File: src/rtl/ppec_pkg.sv
// Constants shared by the pin electrical control block.
// Assumes a 32-bit APB slave and 8-bit port registers.
package ppec_pkg;

    // ****************************************************************
    // Register byte offsets
    // ****************************************************************
    localparam logic [7:0] PPEC_OFF_SLEW     = 8'h00;
    localparam logic [7:0] PPEC_OFF_THRESH   = 8'h04;
    localparam logic [7:0] PPEC_OFF_ANALOG   = 8'h08;
    localparam logic [7:0] PPEC_OFF_PULLUP   = 8'h0C;
    localparam logic [7:0] PPEC_OFF_PA_READ  = 8'h10;
    localparam logic [7:0] PPEC_OFF_PC_READ  = 8'h14;
    localparam logic [7:0] PPEC_OFF_PU_EFF   = 8'h18;

    // ****************************************************************
    // Implemented bit masks
    // ****************************************************************
    localparam logic [7:0] PPEC_SLEW_MASK    = 8'h37;
    localparam logic [7:0] PPEC_THRESH_MASK  = 8'h3F;
    localparam logic [7:0] PPEC_PC_MASK_BIG  = 8'hFF;
    localparam logic [7:0] PPEC_PC_MASK_SML  = 8'h3F;

    // ****************************************************************
    // Reset values
    // ****************************************************************
    localparam logic [7:0] PPEC_SLEW_RST     = 8'h37;
    localparam logic [7:0] PPEC_THRESH_RST   = 8'h3F;
    localparam logic [7:0] PPEC_ANALOG_RST   = 8'hFF;
    localparam logic [7:0] PPEC_PULLUP_RST   = 8'h00;

    // ****************************************************************
    // Widths
    // ****************************************************************
    localparam int PPEC_PA_PINS = 6;
    localparam int PPEC_PC_PINS = 8;

endpackage : ppec_pkg

File: src/rtl/ppec_top.sv
// Pin electrical control for two ports, registers behind APB.
// Assumes direction bits and raw pin receivers are outside;
// receiver outputs are asynchronous, direction is same-clock.
//
// The implementer's own choices: the APB interface to the registers and the register addresses.
`timescale 1ns/1ps
`default_nettype none
module ppec_top
    import ppec_pkg::*;
#(
    parameter logic P_LARGE_PKG = 1'b1
) (
    // Clock and reset
    input  wire logic                       i_clock,
    input  wire logic                       i_nrst,
    // APB slave
    input  wire logic                       i_psel,
    input  wire logic                       i_penable,
    input  wire logic                       i_pwrite,
    input  wire logic [7:0]                 i_paddr,
    input  wire logic [31:0]                i_pwdata,
    output logic      [31:0]                o_prdata,
    output logic                            o_pready,
    output logic                            o_pslverr,
    // First port pins
    input  wire logic [ppec_pkg::PPEC_PA_PINS-1:0] i_pa_rx_schmitt,
    input  wire logic [ppec_pkg::PPEC_PA_PINS-1:0] i_pa_rx_ttl,
    output logic      [ppec_pkg::PPEC_PA_PINS-1:0] o_pa_slew_limit,
    output logic      [ppec_pkg::PPEC_PA_PINS-1:0] o_pa_read,
    output logic      [ppec_pkg::PPEC_PA_PINS-1:0] o_pa_change,
    // Second port pins
    input  wire logic [ppec_pkg::PPEC_PC_PINS-1:0] i_pc_rx,
    input  wire logic [ppec_pkg::PPEC_PC_PINS-1:0] i_pc_dir_in,
    output logic      [ppec_pkg::PPEC_PC_PINS-1:0] o_pc_read,
    output logic      [ppec_pkg::PPEC_PC_PINS-1:0] o_pc_din_buf_en,
    output logic      [ppec_pkg::PPEC_PC_PINS-1:0] o_pc_analog_en,
    output logic      [ppec_pkg::PPEC_PC_PINS-1:0] o_pc_pullup_on
);

    import ppec_pkg::*;

    // ****************************************************************
    // Declarations
    // ****************************************************************
    logic [7:0]              slew_r;
    logic [7:0]              slew_nxt;
    logic [7:0]              thresh_r;
    logic [7:0]              thresh_nxt;
    logic [7:0]              analog_r;
    logic [7:0]              analog_nxt;
    logic [7:0]              pullup_r;
    logic [7:0]              pullup_nxt;
    logic [31:0]             prdata_r;
    logic [31:0]             prdata_nxt;
    logic                    pslverr_r;
    logic                    pslverr_nxt;
    logic [PPEC_PA_PINS-1:0] pa_read_r;
    logic [PPEC_PA_PINS-1:0] pa_read_nxt;
    logic [PPEC_PA_PINS-1:0] pa_change_r;
    logic [PPEC_PA_PINS-1:0] pa_change_nxt;
    logic [PPEC_PA_PINS-1:0] pa_prev_r;
    logic [PPEC_PA_PINS-1:0] pa_prev_nxt;
    logic [PPEC_PC_PINS-1:0] pc_read_r;
    logic [PPEC_PC_PINS-1:0] pc_read_nxt;
    logic [PPEC_PA_PINS-1:0] pa_st_sync;
    logic [PPEC_PA_PINS-1:0] pa_ttl_sync;
    logic [PPEC_PC_PINS-1:0] pc_sync;
    logic [PPEC_PC_PINS-1:0] pc_din;
    logic [PPEC_PC_PINS-1:0] pc_pullup_on;
    logic [7:0]              pc_mask;
    logic                    setup;
    logic                    wr_go;
    logic                    mapped;
    logic                    read_only;

    // Upper second-port bits vanish on the small package
    localparam logic [7:0] PC_MASK_EFF = P_LARGE_PKG ? PPEC_PC_MASK_BIG
                                                     : PPEC_PC_MASK_SML;
    // Reset value masked too, so the first read is already clean
    localparam logic [7:0] ANALOG_RST_EFF = PPEC_ANALOG_RST & PC_MASK_EFF;

    assign pc_mask = PC_MASK_EFF;

    // ****************************************************************
    // Pin synchronisers
    // ****************************************************************
    ppec_sync #(
        .W (PPEC_PA_PINS)
    ) u_sync_pa_st (
        .i_clock (i_clock),
        .i_nrst  (i_nrst),
        .i_async (i_pa_rx_schmitt),
        .o_sync  (pa_st_sync)
    );

    ppec_sync #(
        .W (PPEC_PA_PINS)
    ) u_sync_pa_ttl (
        .i_clock (i_clock),
        .i_nrst  (i_nrst),
        .i_async (i_pa_rx_ttl),
        .o_sync  (pa_ttl_sync)
    );

    ppec_sync #(
        .W (PPEC_PC_PINS)
    ) u_sync_pc (
        .i_clock (i_clock),
        .i_nrst  (i_nrst),
        .i_async (i_pc_rx),
        .o_sync  (pc_sync)
    );

    // ****************************************************************
    // Second port gating
    // ****************************************************************
    ppec_pc_pin u_pc_pin (
        .i_analog_sel (analog_r),
        .i_pullup_en  (pullup_r),
        .i_dir_in     (i_pc_dir_in),
        .i_pin_sync   (pc_sync),
        .o_din        (pc_din),
        .o_din_buf_en (o_pc_din_buf_en),
        .o_pullup_on  (pc_pullup_on)
    );

    assign o_pc_analog_en = analog_r;
    assign o_pc_pullup_on = pc_pullup_on;

    // ****************************************************************
    // APB decode
    // ****************************************************************
    assign setup  = i_psel & ~i_penable;
    assign wr_go  = i_psel & i_penable & i_pwrite & ~pslverr_r;

    always_comb
    begin
        mapped    = 1'b1;
        read_only = 1'b0;
        unique case (i_paddr)
            PPEC_OFF_SLEW,
            PPEC_OFF_THRESH,
            PPEC_OFF_ANALOG,
            PPEC_OFF_PULLUP :  read_only = 1'b0;
            PPEC_OFF_PA_READ,
            PPEC_OFF_PC_READ,
            PPEC_OFF_PU_EFF :  read_only = 1'b1;
            default :          mapped    = 1'b0;
        endcase
    end

    // ****************************************************************
    // Register file next state
    // ****************************************************************
    always_comb
    begin
        slew_nxt   = slew_r;
        thresh_nxt = thresh_r;
        analog_nxt = analog_r;
        pullup_nxt = pullup_r;
        if (wr_go)
        begin
            unique case (i_paddr)
                PPEC_OFF_SLEW :
                    slew_nxt   = i_pwdata[7:0] & PPEC_SLEW_MASK;
                PPEC_OFF_THRESH :
                    thresh_nxt = i_pwdata[7:0] & PPEC_THRESH_MASK;
                PPEC_OFF_ANALOG :
                    analog_nxt = i_pwdata[7:0] & pc_mask;
                PPEC_OFF_PULLUP :
                    pullup_nxt = i_pwdata[7:0] & pc_mask;
                default :
                    slew_nxt   = slew_r;
            endcase
        end
    end

    // ****************************************************************
    // Read data and error, captured in the setup cycle
    // ****************************************************************
    always_comb
    begin
        prdata_nxt  = prdata_r;
        pslverr_nxt = pslverr_r;
        if (setup)
        begin
            prdata_nxt  = 32'h0000_0000;
            pslverr_nxt = ~mapped | (read_only & i_pwrite);
            if (!i_pwrite)
            begin
                unique case (i_paddr)
                    PPEC_OFF_SLEW :
                        prdata_nxt[7:0] = slew_r;
                    PPEC_OFF_THRESH :
                        prdata_nxt[7:0] = thresh_r;
                    PPEC_OFF_ANALOG :
                        prdata_nxt[7:0] = analog_r;
                    PPEC_OFF_PULLUP :
                        prdata_nxt[7:0] = pullup_r;
                    PPEC_OFF_PA_READ :
                        prdata_nxt[PPEC_PA_PINS-1:0] = pa_read_r;
                    PPEC_OFF_PC_READ :
                        prdata_nxt[7:0] = pc_read_r;
                    PPEC_OFF_PU_EFF :
                        prdata_nxt[7:0] = pc_pullup_on & pc_mask;
                    default :
                        prdata_nxt = 32'h0000_0000;
                endcase
            end
        end
    end

    // ****************************************************************
    // First port input path
    // ****************************************************************
    // Threshold switch on a steady pin can itself flag a change,
    // since the two receivers may disagree near the trip point.
    always_comb
    begin
        pa_read_nxt   = pa_read_r;
        pa_prev_nxt   = pa_prev_r;
        pa_change_nxt = '0;
        for (int i = 0; i < PPEC_PA_PINS; i++)
        begin
            pa_read_nxt[i] = thresh_r[i] ? pa_st_sync[i]
                                         : pa_ttl_sync[i];
        end
        pa_prev_nxt   = pa_read_nxt;
        pa_change_nxt = pa_read_nxt ^ pa_prev_r;
    end

    // Second port read value, zero on analog pins
    always_comb
    begin
        pc_read_nxt = pc_din & pc_mask;
    end

    // ****************************************************************
    // Registers
    // ****************************************************************
    always_ff @(posedge i_clock or negedge i_nrst)
    begin
        if (!i_nrst)
        begin
            slew_r      <= PPEC_SLEW_RST;
            thresh_r    <= PPEC_THRESH_RST;
            analog_r    <= ANALOG_RST_EFF;
            pullup_r    <= PPEC_PULLUP_RST;
            prdata_r    <= 32'h0000_0000;
            pslverr_r   <= 1'b0;
        end
        else
        begin
            slew_r      <= slew_nxt;
            thresh_r    <= thresh_nxt;
            analog_r    <= analog_nxt;
            pullup_r    <= pullup_nxt;
            prdata_r    <= prdata_nxt;
            pslverr_r   <= pslverr_nxt;
        end
    end

    // Pin path kept apart from the bus registers
    always_ff @(posedge i_clock or negedge i_nrst)
    begin
        if (!i_nrst)
        begin
            pa_read_r   <= '0;
            pa_prev_r   <= '0;
            pa_change_r <= '0;
            pc_read_r   <= '0;
        end
        else
        begin
            pa_read_r   <= pa_read_nxt;
            pa_prev_r   <= pa_prev_nxt;
            pa_change_r <= pa_change_nxt;
            pc_read_r   <= pc_read_nxt;
        end
    end

    // ****************************************************************
    // Outputs
    // ****************************************************************
    // Zero wait states; error only flagged in the access phase
    assign o_pready  = 1'b1;
    assign o_pslverr = i_psel & i_penable & pslverr_r;
    assign o_prdata  = prdata_r;

    assign o_pa_slew_limit = slew_r[PPEC_PA_PINS-1:0];
    assign o_pa_read       = pa_read_r;
    assign o_pa_change     = pa_change_r;
    assign o_pc_read       = pc_read_r;

endmodule : ppec_top
`default_nettype wire

File: src/rtl/ppec_sync.sv
// Two-flop synchroniser for a bus of asynchronous pin levels.
// Assumes each bit is an independent level; no word coherence.
`timescale 1ns/1ps
`default_nettype none
module ppec_sync #(
    parameter int W = 8
) (
    // Clock and reset
    input  wire logic         i_clock,
    input  wire logic         i_nrst,
    // Data
    input  wire logic [W-1:0] i_async,
    output logic      [W-1:0] o_sync
);

    logic [W-1:0] meta_r;
    logic [W-1:0] sync_r;

    // First stage is read only by the second stage
    always_ff @(posedge i_clock or negedge i_nrst)
    begin
        if (!i_nrst)
        begin
            meta_r <= '0;
            sync_r <= '0;
        end
        else
        begin
            meta_r <= i_async;
            sync_r <= meta_r;
        end
    end

    assign o_sync = sync_r;

endmodule : ppec_sync
`default_nettype wire

File: src/rtl/ppec_pc_pin.sv
// Per-pin gating for the second port: analog select and pull-up.
// Assumes direction bits come from same-clock logic, 1 = input.
`timescale 1ns/1ps
`default_nettype none
module ppec_pc_pin (
    // Configuration
    input  wire logic [7:0] i_analog_sel,
    input  wire logic [7:0] i_pullup_en,
    input  wire logic [7:0] i_dir_in,
    // Pin side
    input  wire logic [7:0] i_pin_sync,
    output logic      [7:0] o_din,
    output logic      [7:0] o_din_buf_en,
    output logic      [7:0] o_pullup_on
);

    // ****************************************************************
    // Per-pin gating
    // ****************************************************************
    for (genvar g = 0; g < 8; g++)
    begin : g_pin
        // Analog pin: digital buffer off, reads zero
        assign o_din_buf_en[g] = ~i_analog_sel[g];
        assign o_din[g]        = i_pin_sync[g] & ~i_analog_sel[g];
        // Output drive overrides the pull-up enable
        assign o_pullup_on[g]  = i_pullup_en[g] & i_dir_in[g];
    end

endmodule : ppec_pc_pin
`default_nettype wire

File: config.mk
export PLATFORM = sky130hd
export DESIGN_NAME = ppec_top
export DESIGN_NICKNAME = d
export VERILOG_FILES = /design/src/rtl/ppec_pkg.sv /design/src/rtl/ppec_top.sv /design/src/rtl/ppec_sync.sv /design/src/rtl/ppec_pc_pin.sv
export SDC_FILE = /design/constraint.sdc
export NUM_CORES = 1
export LEC_CHECK = 0
export BUFFER_PORTS_ARGS = -buffer_cell sky130_fd_sc_hd__buf_4
export CAP_MARGIN = 40
export CORE_MARGIN = 3
export CORE_UTILIZATION = 48
export CTS_CLUSTER_DIAMETER = 100
export CTS_CLUSTER_SIZE = 30
export DETAILED_ROUTE_END_ITERATION = 7
export GPL_TIMING_DRIVEN = 1
export PLACE_DENSITY_LB_ADDON = 0.2
export SYNTH_ARGS = -nofsm -noshare
export SYNTH_HDL_FRONTEND = slang
export SYNTH_SLANG_ARGS = --single-unit
File: constraint.sdc
create_clock -name i_clock -period 1.76 [get_ports i_clock]
set_clock_uncertainty 0.1 [all_clocks]
set_input_delay 0.264 -clock i_clock [delete_from_list [all_inputs] [get_ports i_clock]]
set_output_delay 0.264 -clock i_clock [all_outputs]
set_load 0.03 [all_outputs]
======== Word level (Yosys, flattened, before mapping) ========
Cells that the tools add are included.
storage, ports and cells
  flip-flop bits (word level) ............. 120
  bits of input ports ..................... 73
  output and inout port bits .............. 84
  logic and storage cells ................. 74
operators by class
  equality and inequality tests ........... 6
  multiplexer cells ....................... 11
  bitwise gates (word level) .............. 35
  reduce and logical (&&, ||, !) cells .... 7
operator list
  kind                count
  $pmux 6 s7          1
  $eq 8x5->1 const B  3
  $and 1x1->1         22
  $eq 8x4->1 const B  2
  $not 1->1           11
  $eq 8x3->1 const B  1
  $logic_not 8->1     1
  $mux 1              8
  $mux 8              1
  $pmux 2 s4          1
  $reduce_and 2->1    4
  $reduce_or 7->1     1
  $xor 6x6->6         1
  $reduce_or 3->1     1
  $or 1x1->1          1

======== Depth between registers and ports, before layout ========
Gate-level depths: netlist of the first run.
  word-level depth ........................ 5
  depth in mapped cells ................... 6
  gate-level depth less buffers ........... 4

======== Hierarchy ========
From an unflattened synthesis of the first run, not the netlist that was laid out.
second synthesis, totals
  cell total of the unflattened synthesis .. 288
  area, all modules ....................... 3913.8 µm²
by module, submodules not included
  module                         instances  cells each  area each (µm²)  seq. area each (µm²)
  ppec_top                       1          224         2782.7           1425.1
  ppec_sync at u_sync_pa_st ...  2          12          300.3            300.3
  ppec_sync at u_sync_pc         1          16          400.4            400.4
  ppec_pc_pin                    1          24          130.1            0.0

======== Worst setup path before layout of the first run ========
OpenSTA, ideal clock, no wires.
  path type ............................... in2reg
  start ................................... input port i_paddr[1]
  end ..................................... register prdata_r[3], in the netlist o_prdata[3]
  library setup time ...................... 0.087 ns
  arrival ................................. 1.737 ns
  required time ........................... 1.573 ns
  slack ................................... -0.163 ns
  stages .................................. 4
  cells stage by stage .................... or4b_4 a311o_1 or4_1 o211ai_1
between the ends
  word-level cells in the longest chain between the ends .. 3
  elaborated cells on any way between the ends .. 9
  those cells by class .................... 6 x eq/ne; 2 x mux; 1 x reduce/logical
RTL lines
  item                                line             RTL
  start: declaration                  ppec_top.sv:20   input wire logic [7:0] i_paddr,
  $eq 8x5->1 (tied with other cells)  ppec_top.sv:191  unique case (i_paddr)
  $pmux 6 s7 *                        ppec_top.sv:191
  $mux 8 *                            ppec_top.sv:189  if (!i_pwrite)
  end signal: assignment              ppec_top.sv:258  prdata_r <= prdata_nxt;
  end: declaration                    ppec_top.sv:53   logic [31:0] prdata_r;
Mark *: on every way between the ends. The rest lies on a longest branch, timed or not.
A chain may end at the register's enable or synchronous reset.

======== Worst setup path in the final report of the first run ========
  start ................................... register pslverr_r
  end ..................................... register pullup_r[2]
between the ends
  word-level cells in the longest chain between the ends .. 3
RTL lines
  item                        line             RTL
  start: declaration          ppec_top.sv:55   logic pslverr_r;
  start signal: assignment    ppec_top.sv:259  pslverr_r <= pslverr_nxt;
  $not 1->1                   ppec_top.sv:134  assign wr_go = i_psel & i_penable & i_pwrite & ~pslverr_r;
  $and 1x1->1                 ppec_top.sv:134
  $reduce_and 2->1 (no line)  n/a
  end signal: assignment      ppec_top.sv:257  pullup_r <= pullup_nxt;
  end: declaration            ppec_top.sv:51   logic [7:0] pullup_r;
Every way passes these cells.

==> reports/metrics.csv, run 1 <==
metric;value;unit
r2r setup slk;0.11;ns
commonest cells after routing, fill and taps aside;buf_4 (130), dfrtp_1 (77), mux2_2 (38);
worst r2r src;pslverr_r;
Final Hold Fails;0;
Min-Delay Path Class;in2reg;
outcome;complete, no violations;
CP bufs+invs;1;
die footprint;0.00906;sq mm
via/cell ratio;4.93;
pwr dens;789;mW/mm^2
number of max-cap violations;0;
Async SR Flop Fraction;100;%
CP Launch Type;flop;
Worst-path clk slew;0.09;ns
syn_area_per_cell;13.5;sq um
die span in y;95.2;um
row cnt;31;
number of buffers created by CTS;9;
Tcrit/Tclk final;94.0;%
port bufs;106;
Initial Utilization;51.0;%
io pins;157;
clk root buf;clkbuf_8;
initial DRC count;63;
final worst slack;0.106;ns
# setup viols final;0;
vias;2663;
number of global-route vias before repair;2646;
Place WS;-0.239;ns
drt wl/cell;15.8;um
hpwl dp;6220;um
Cells after Synth;282;
setup_tns;0;ns
Crit. Startpoint;pslverr_r;
Tmin final;1.65;ns
nature of the critical path endpoint;flop;
Worst path top cell family by delay;simple AND/OR/NAND/NOR gates;
GP Congestion;0.829;
first-pass GRT wire length;13200;um
synth warn;0;
CTS tree;built;
slowest stage delay, CP;0.39;ns
commonest non-fill, non-tap cell in the layout;buf_4;
ys flop type;dfrtp_1;
post-route total power;4.10;mW
DR pass1 iterations;4;
Critical Path RT;1.90;ns
register bit total from synthesis;96;
DP Area;0.00481;sq mm
Pleak;2.48;nW
total global-route track usage;19.4;%
Chip Width;95.2;um
Inst Count DP;503;
sequential fraction of the synthesis area;63.6;%
fin area;0.00519;sq mm
Post-layout nets;509;
RSZ-0062 raised after global routing;yes;
clk buf depth;2;
Crit Path Class;reg2reg;
Worst Path Max Fanout;4;
Detail Route Antenna Nets;0;
# clock sinks;96;
antenna violations before repair;0;
ratio of cells with drive above 1 in the final layout;47.4;%
CP arrival;1.80;ns
FMAX;605;MHz
# resized after CTS;0;
HP Start;i_pwdata[7];
maximum level of the CTS H-tree;3;
Netlist cell types;37;
cell area after synthesis;0.00382;sq mm
Non-Filler Instances;540;
final WL;8510;um
crit-path cells;nand4b_1 -> nor4_4 -> buf_4 -> mux2_2;
core footprint;0.00749;sq mm
number of flops mapped to enable cells by yosys;0;
antenna diode count;0;
grt ovf;0;
DRC viols;0;
Max stage delay cell, worst path;dfrtp_1;
area delta synth->final;36.1;%
Final Max Slew Viols;0;
Worst-Skew Late Latency;0.35;ns
pin count of the biggest net entering global routing;34;
VDD IR max;0.528;mV
synthesized netlist by cell type (8+ instances only):
master   instances  area [sq um]
a21oi_1         11          55.1
and2_1           9          56.3
buf_4           26           195
dfrtp_1         77          1930
dfstp_2         19           499
inv_1           10          37.5
mux2_2          38           428
nor2b_1          8          50.1
o21ai_0         10          50.1
worst register-to-register path, stage by stage, from the launching register on:
cell and delay (ns):
dfrtp_1 0.39, nand4b_1 0.26, nor4_4 0.27, buf_4 0.20, mux2_2 0.34
routing by layer:
| layer | vias up | share of wire (%) | GRT usage, % |
|---|---|---|---|
| met2 | 100 | 51 | 32.7 |
| met4 | 0 | 1.3 | 6.97 |
| met5 | - | 0 | 0 |
| li1 | 1239 | - | - |
| met3 | 10 | 7.3 | 3.95 |
| met1 | 1314 | 41 | 24.8 |
report_power, final:
group          internal (mW)  total, mW  switching [mW]  leakage [nW]
Sequential              2.28       2.31          0.0288          1.13
Combinational          0.207      0.506           0.299          1.26
Clock                  0.523       1.28           0.756        0.0912
Total                   3.01       4.10            1.08          2.48
cell type report:
cell class / count / area, sq um
clock buffer: 10 / 128
inverter: 10 / 37.5
tap: 99 / 124
timing repair buffer: 152 / 1210
multi-input combinational: 167 / 1230
sequential: 96 / 2430
clock inverter: 6 / 41.3
fill: 585 / 2290
metrics by stage:
stage / hold WS [ns] / utilization [%]
after floorplan: -0.132 / -
after global placement: 0.130 / 64.3
after detailed placement: 0.141 / 64.3
after CTS: 0.0287 / 69.4
after global routing: 0.0312 / 69.4
final: 0.0412 / 69.4
timing repair:
action	in CTS	in global routing
hold buffers	21	0
setup endpoints to repair	0	6
endpoints found under the hold margin	38	0
setup buffers	0	0
kinds of logic (layout without fill, tap and decap cells):
| kind of cell | Yosys count | count (layout) | synth area share, % |
|---|---|---|---|
| buffers and inverters | 43 | 178 | 6.82 |
| XOR/XNOR | 6 | 6 | 1.38 |
| AO/OA/AOI/OAI | 43 | 43 | 7.41 |
| other | 2 | 26 | 0.197 |
| AND/OR/NAND/NOR | 48 | 48 | 7.84 |
| flip-flops | 96 | 96 | 63.6 |
| multiplexers | 44 | 44 | 12.8 |
sequential cells by signal, summed over array words and instances, names as in the netlist:
| register | flops |
|---|---|
| u_sync_pa_ttl.meta_r | 6 |
| o_pc_analog_en | 8 |
| u_sync_pa_ttl.o_sync | 6 |
| pa_prev_r | 6 |
| u_sync_pa_st.meta_r | 6 |
| pullup_r | 8 |
| u_sync_pc.o_sync | 8 |
| thresh_r | 6 |
| u_sync_pa_st.o_sync | 6 |
| o_pa_change | 6 |
| o_prdata | 8 |
| pslverr_r | 1 |
| slew_r | 5 |
| u_sync_pc.meta_r | 8 |
| o_pc_read | 8 |
path summary, 6_finish.rpt:
path | to | cells past startpoint
worst max-delay path | pullup_r[2] | 4
worst min-delay path | o_pc_analog_en[7] | 2
worst max register to register | pullup_r[2] | 4
worst min register to register | u_sync_pa_st.o_sync[5] | 0
max in group asynchronous | slew_r[0] | 3
min in group asynchronous | o_pc_read[5] | 2
No activity file was read; power rests on OpenSTA's default activity.
==> run 2: changes to the inputs <==
- CORE_UTILIZATION: 48 -> 45
==> run 2 against run 1 <==
Net effect:
- combinational power is 0.8% lower
- hold slack improved by 0.00058 ns
- die area is 6.2% higher
- total power grew 3.9%
- sequential share of layout area decreased by 0.10 points
- first-iteration DRC count up 33%
- final cell count did not move
- utilization fell by 4.1 points
- design area rose by 0.22%
- critical path depth grew 1
- via count is 0.23% lower
- global-route usage shrank 0.76 points
- largest cell class unchanged
==> reports/metrics.csv, run 2 (synthesis gave the netlist of run 1 again) <==
metric;value;unit
Crit Path Class;reg2reg;
slowest stage delay, CP;0.40;ns
VDD IR max;0.505;mV
Tmin final;1.70;ns
Reg2Reg Depth;5;
number of global-route vias before repair;2758;
Worst Path Max Fanout;3;
Critical Path RT;1.94;ns
Post-layout nets;506;
drt wl/cell;16.1;um
CP arrival;1.88;ns
core footprint;0.00797;sq mm
vias;2657;
CP bufs+invs;1;
# resized after CTS;0;
pin count of the biggest net entering global routing;63;
Final Hold Fails;0;
Initial Utilization;47.9;%
Pleak;2.47;nW
number of max-cap violations;0;
Hold Path Stages;2;
total global-route track usage;18.6;%
antenna violations before repair;0;
pwr dens;818;mW/mm^2
Hold Path Sink;o_pc_analog_en[7];
io pins;157;
# clock sinks;96;
DR WL met3;612;um
commonest non-fill, non-tap cell in the layout;buf_4;
maximum level of the CTS H-tree;3;
Worst-path clk slew;0.09;ns
CTS tree;built;
met2 WL;4210;um
HP Start;i_pwdata[7];
Detail Route Antenna Nets;0;
ratio of cells with drive above 1 in the final layout;46.8;%
commonest cells after routing, fill and taps aside;buf_4 (127), dfrtp_1 (77), mux2_2 (38);
initial DRC count;84;
Top Metal Used;met4;
fin area;0.00520;sq mm
Tcrit/Tclk final;96.9;%
clk root buf;clkbuf_8;
DRC viols;0;
antenna diode count;0;
first-pass GRT wire length;14000;um
metal1 wirelength;3840;um
row cnt;32;
Max stage delay cell, worst path;dfrtp_1;
final core occ;65.3;%
nature of the critical path endpoint;flop;
Worst path top cell family by delay;simple AND/OR/NAND/NOR gates;
outcome;complete, no violations;
r2r setup slk;0.06;ns
via/cell ratio;4.92;
crit-path cells;nand4b_1 -> nor3_2 -> nand2_1 -> buf_4 -> mux2_2;
Final Max Slew Viols;0;
# setup viols final;0;
final WL;8720;um
port bufs;106;
number of buffers created by CTS;9;
Critical R2R Capture;o_pc_analog_en[3];
RSZ-0062 raised after global routing;yes;
clk buf depth;2;
hpwl dp;6190;um
Min-Delay Path Class;in2reg;
FMAX;587;MHz
Chip Width;98.1;um
die span in y;98.1;um
Inst Count DP;503;
Non-Filler Instances;540;
Worst-Skew Late Latency;0.35;ns
area delta synth->final;36.4;%
setup_tns;0;ns
worst r2r src;pslverr_r;
post-route total power;4.26;mW
grt ovf;0;
CP Launch Type;flop;
GP Congestion;0.836;
die footprint;0.00962;sq mm
DR pass1 iterations;4;
DP Area;0.00479;sq mm
[run 2: changes by cell type in the layout (fill, tap and decap cells not counted), sizes merged]
cell / delta
clkinv: -2
bufinv: +1
inv: -3
clkbuf: +2
clkinvlp: +2
buf: -3
[run 2: cell type report]
class	instances	area, sq um
fillers	622	2760
flip-flops and latches	96	2430
multi-input cells	167	1230
repair buffers	149	1180
clock buffers	12	145
well taps	102	128
clock inverters	4	53.8
inverters	10	37.5
[run 2: per-stage QoR]
stage | hold WS (ns) | setup WS (ns)
floorplan | -0.132 | -0.150
global placement | -0.0173 | -0.263
detailed placement | -0.0181 | -0.252
CTS | 0.0266 | 0.0431
global route | 0.0307 | -0.00710
finish | 0.0418 | 0.0553
[run 2: per-layer routing]
layer  up-vias  global-route usage, %
met5         -                      0
met4         0                   6.71
met3         6                   4.21
met2       114                   30.0
met1      1308                   24.8
li1       1229                      -
[run 2: power by group]
part | switching (mW) | internal [mW] | total [mW]
clock network | 0.744 | 0.700 | 1.44
logic | 0.299 | 0.202 | 0.502
registers | 0.0275 | 2.28 | 2.31
[run 2: worst max-delay path by stage]
stage	start	endpoint	slack [ns]	cells past startpoint
3_3_place_gp	i_paddr[1]	o_pc_analog_en[5]	-0.26	6
6_report	pslverr_r	o_pc_analog_en[3]	0.06	5
3_5_place_dp	i_pwrite	o_prdata[3]	-0.25	5
2_1_floorplan	i_pwrite	o_prdata[3]	-0.15	4
5_1_grt	pslverr_r	o_pc_analog_en[3]	-0.007	5
4_1_cts	pslverr_r	pullup_r[3]	0.04	4
[run 2: timing repair]
action / in CTS / in global routing
endpoints found under the setup margin: 0 / 14
setup buffers: 0 / 0
hold endpoints to repair: 97 / 0
hold buffers: 21 / 0
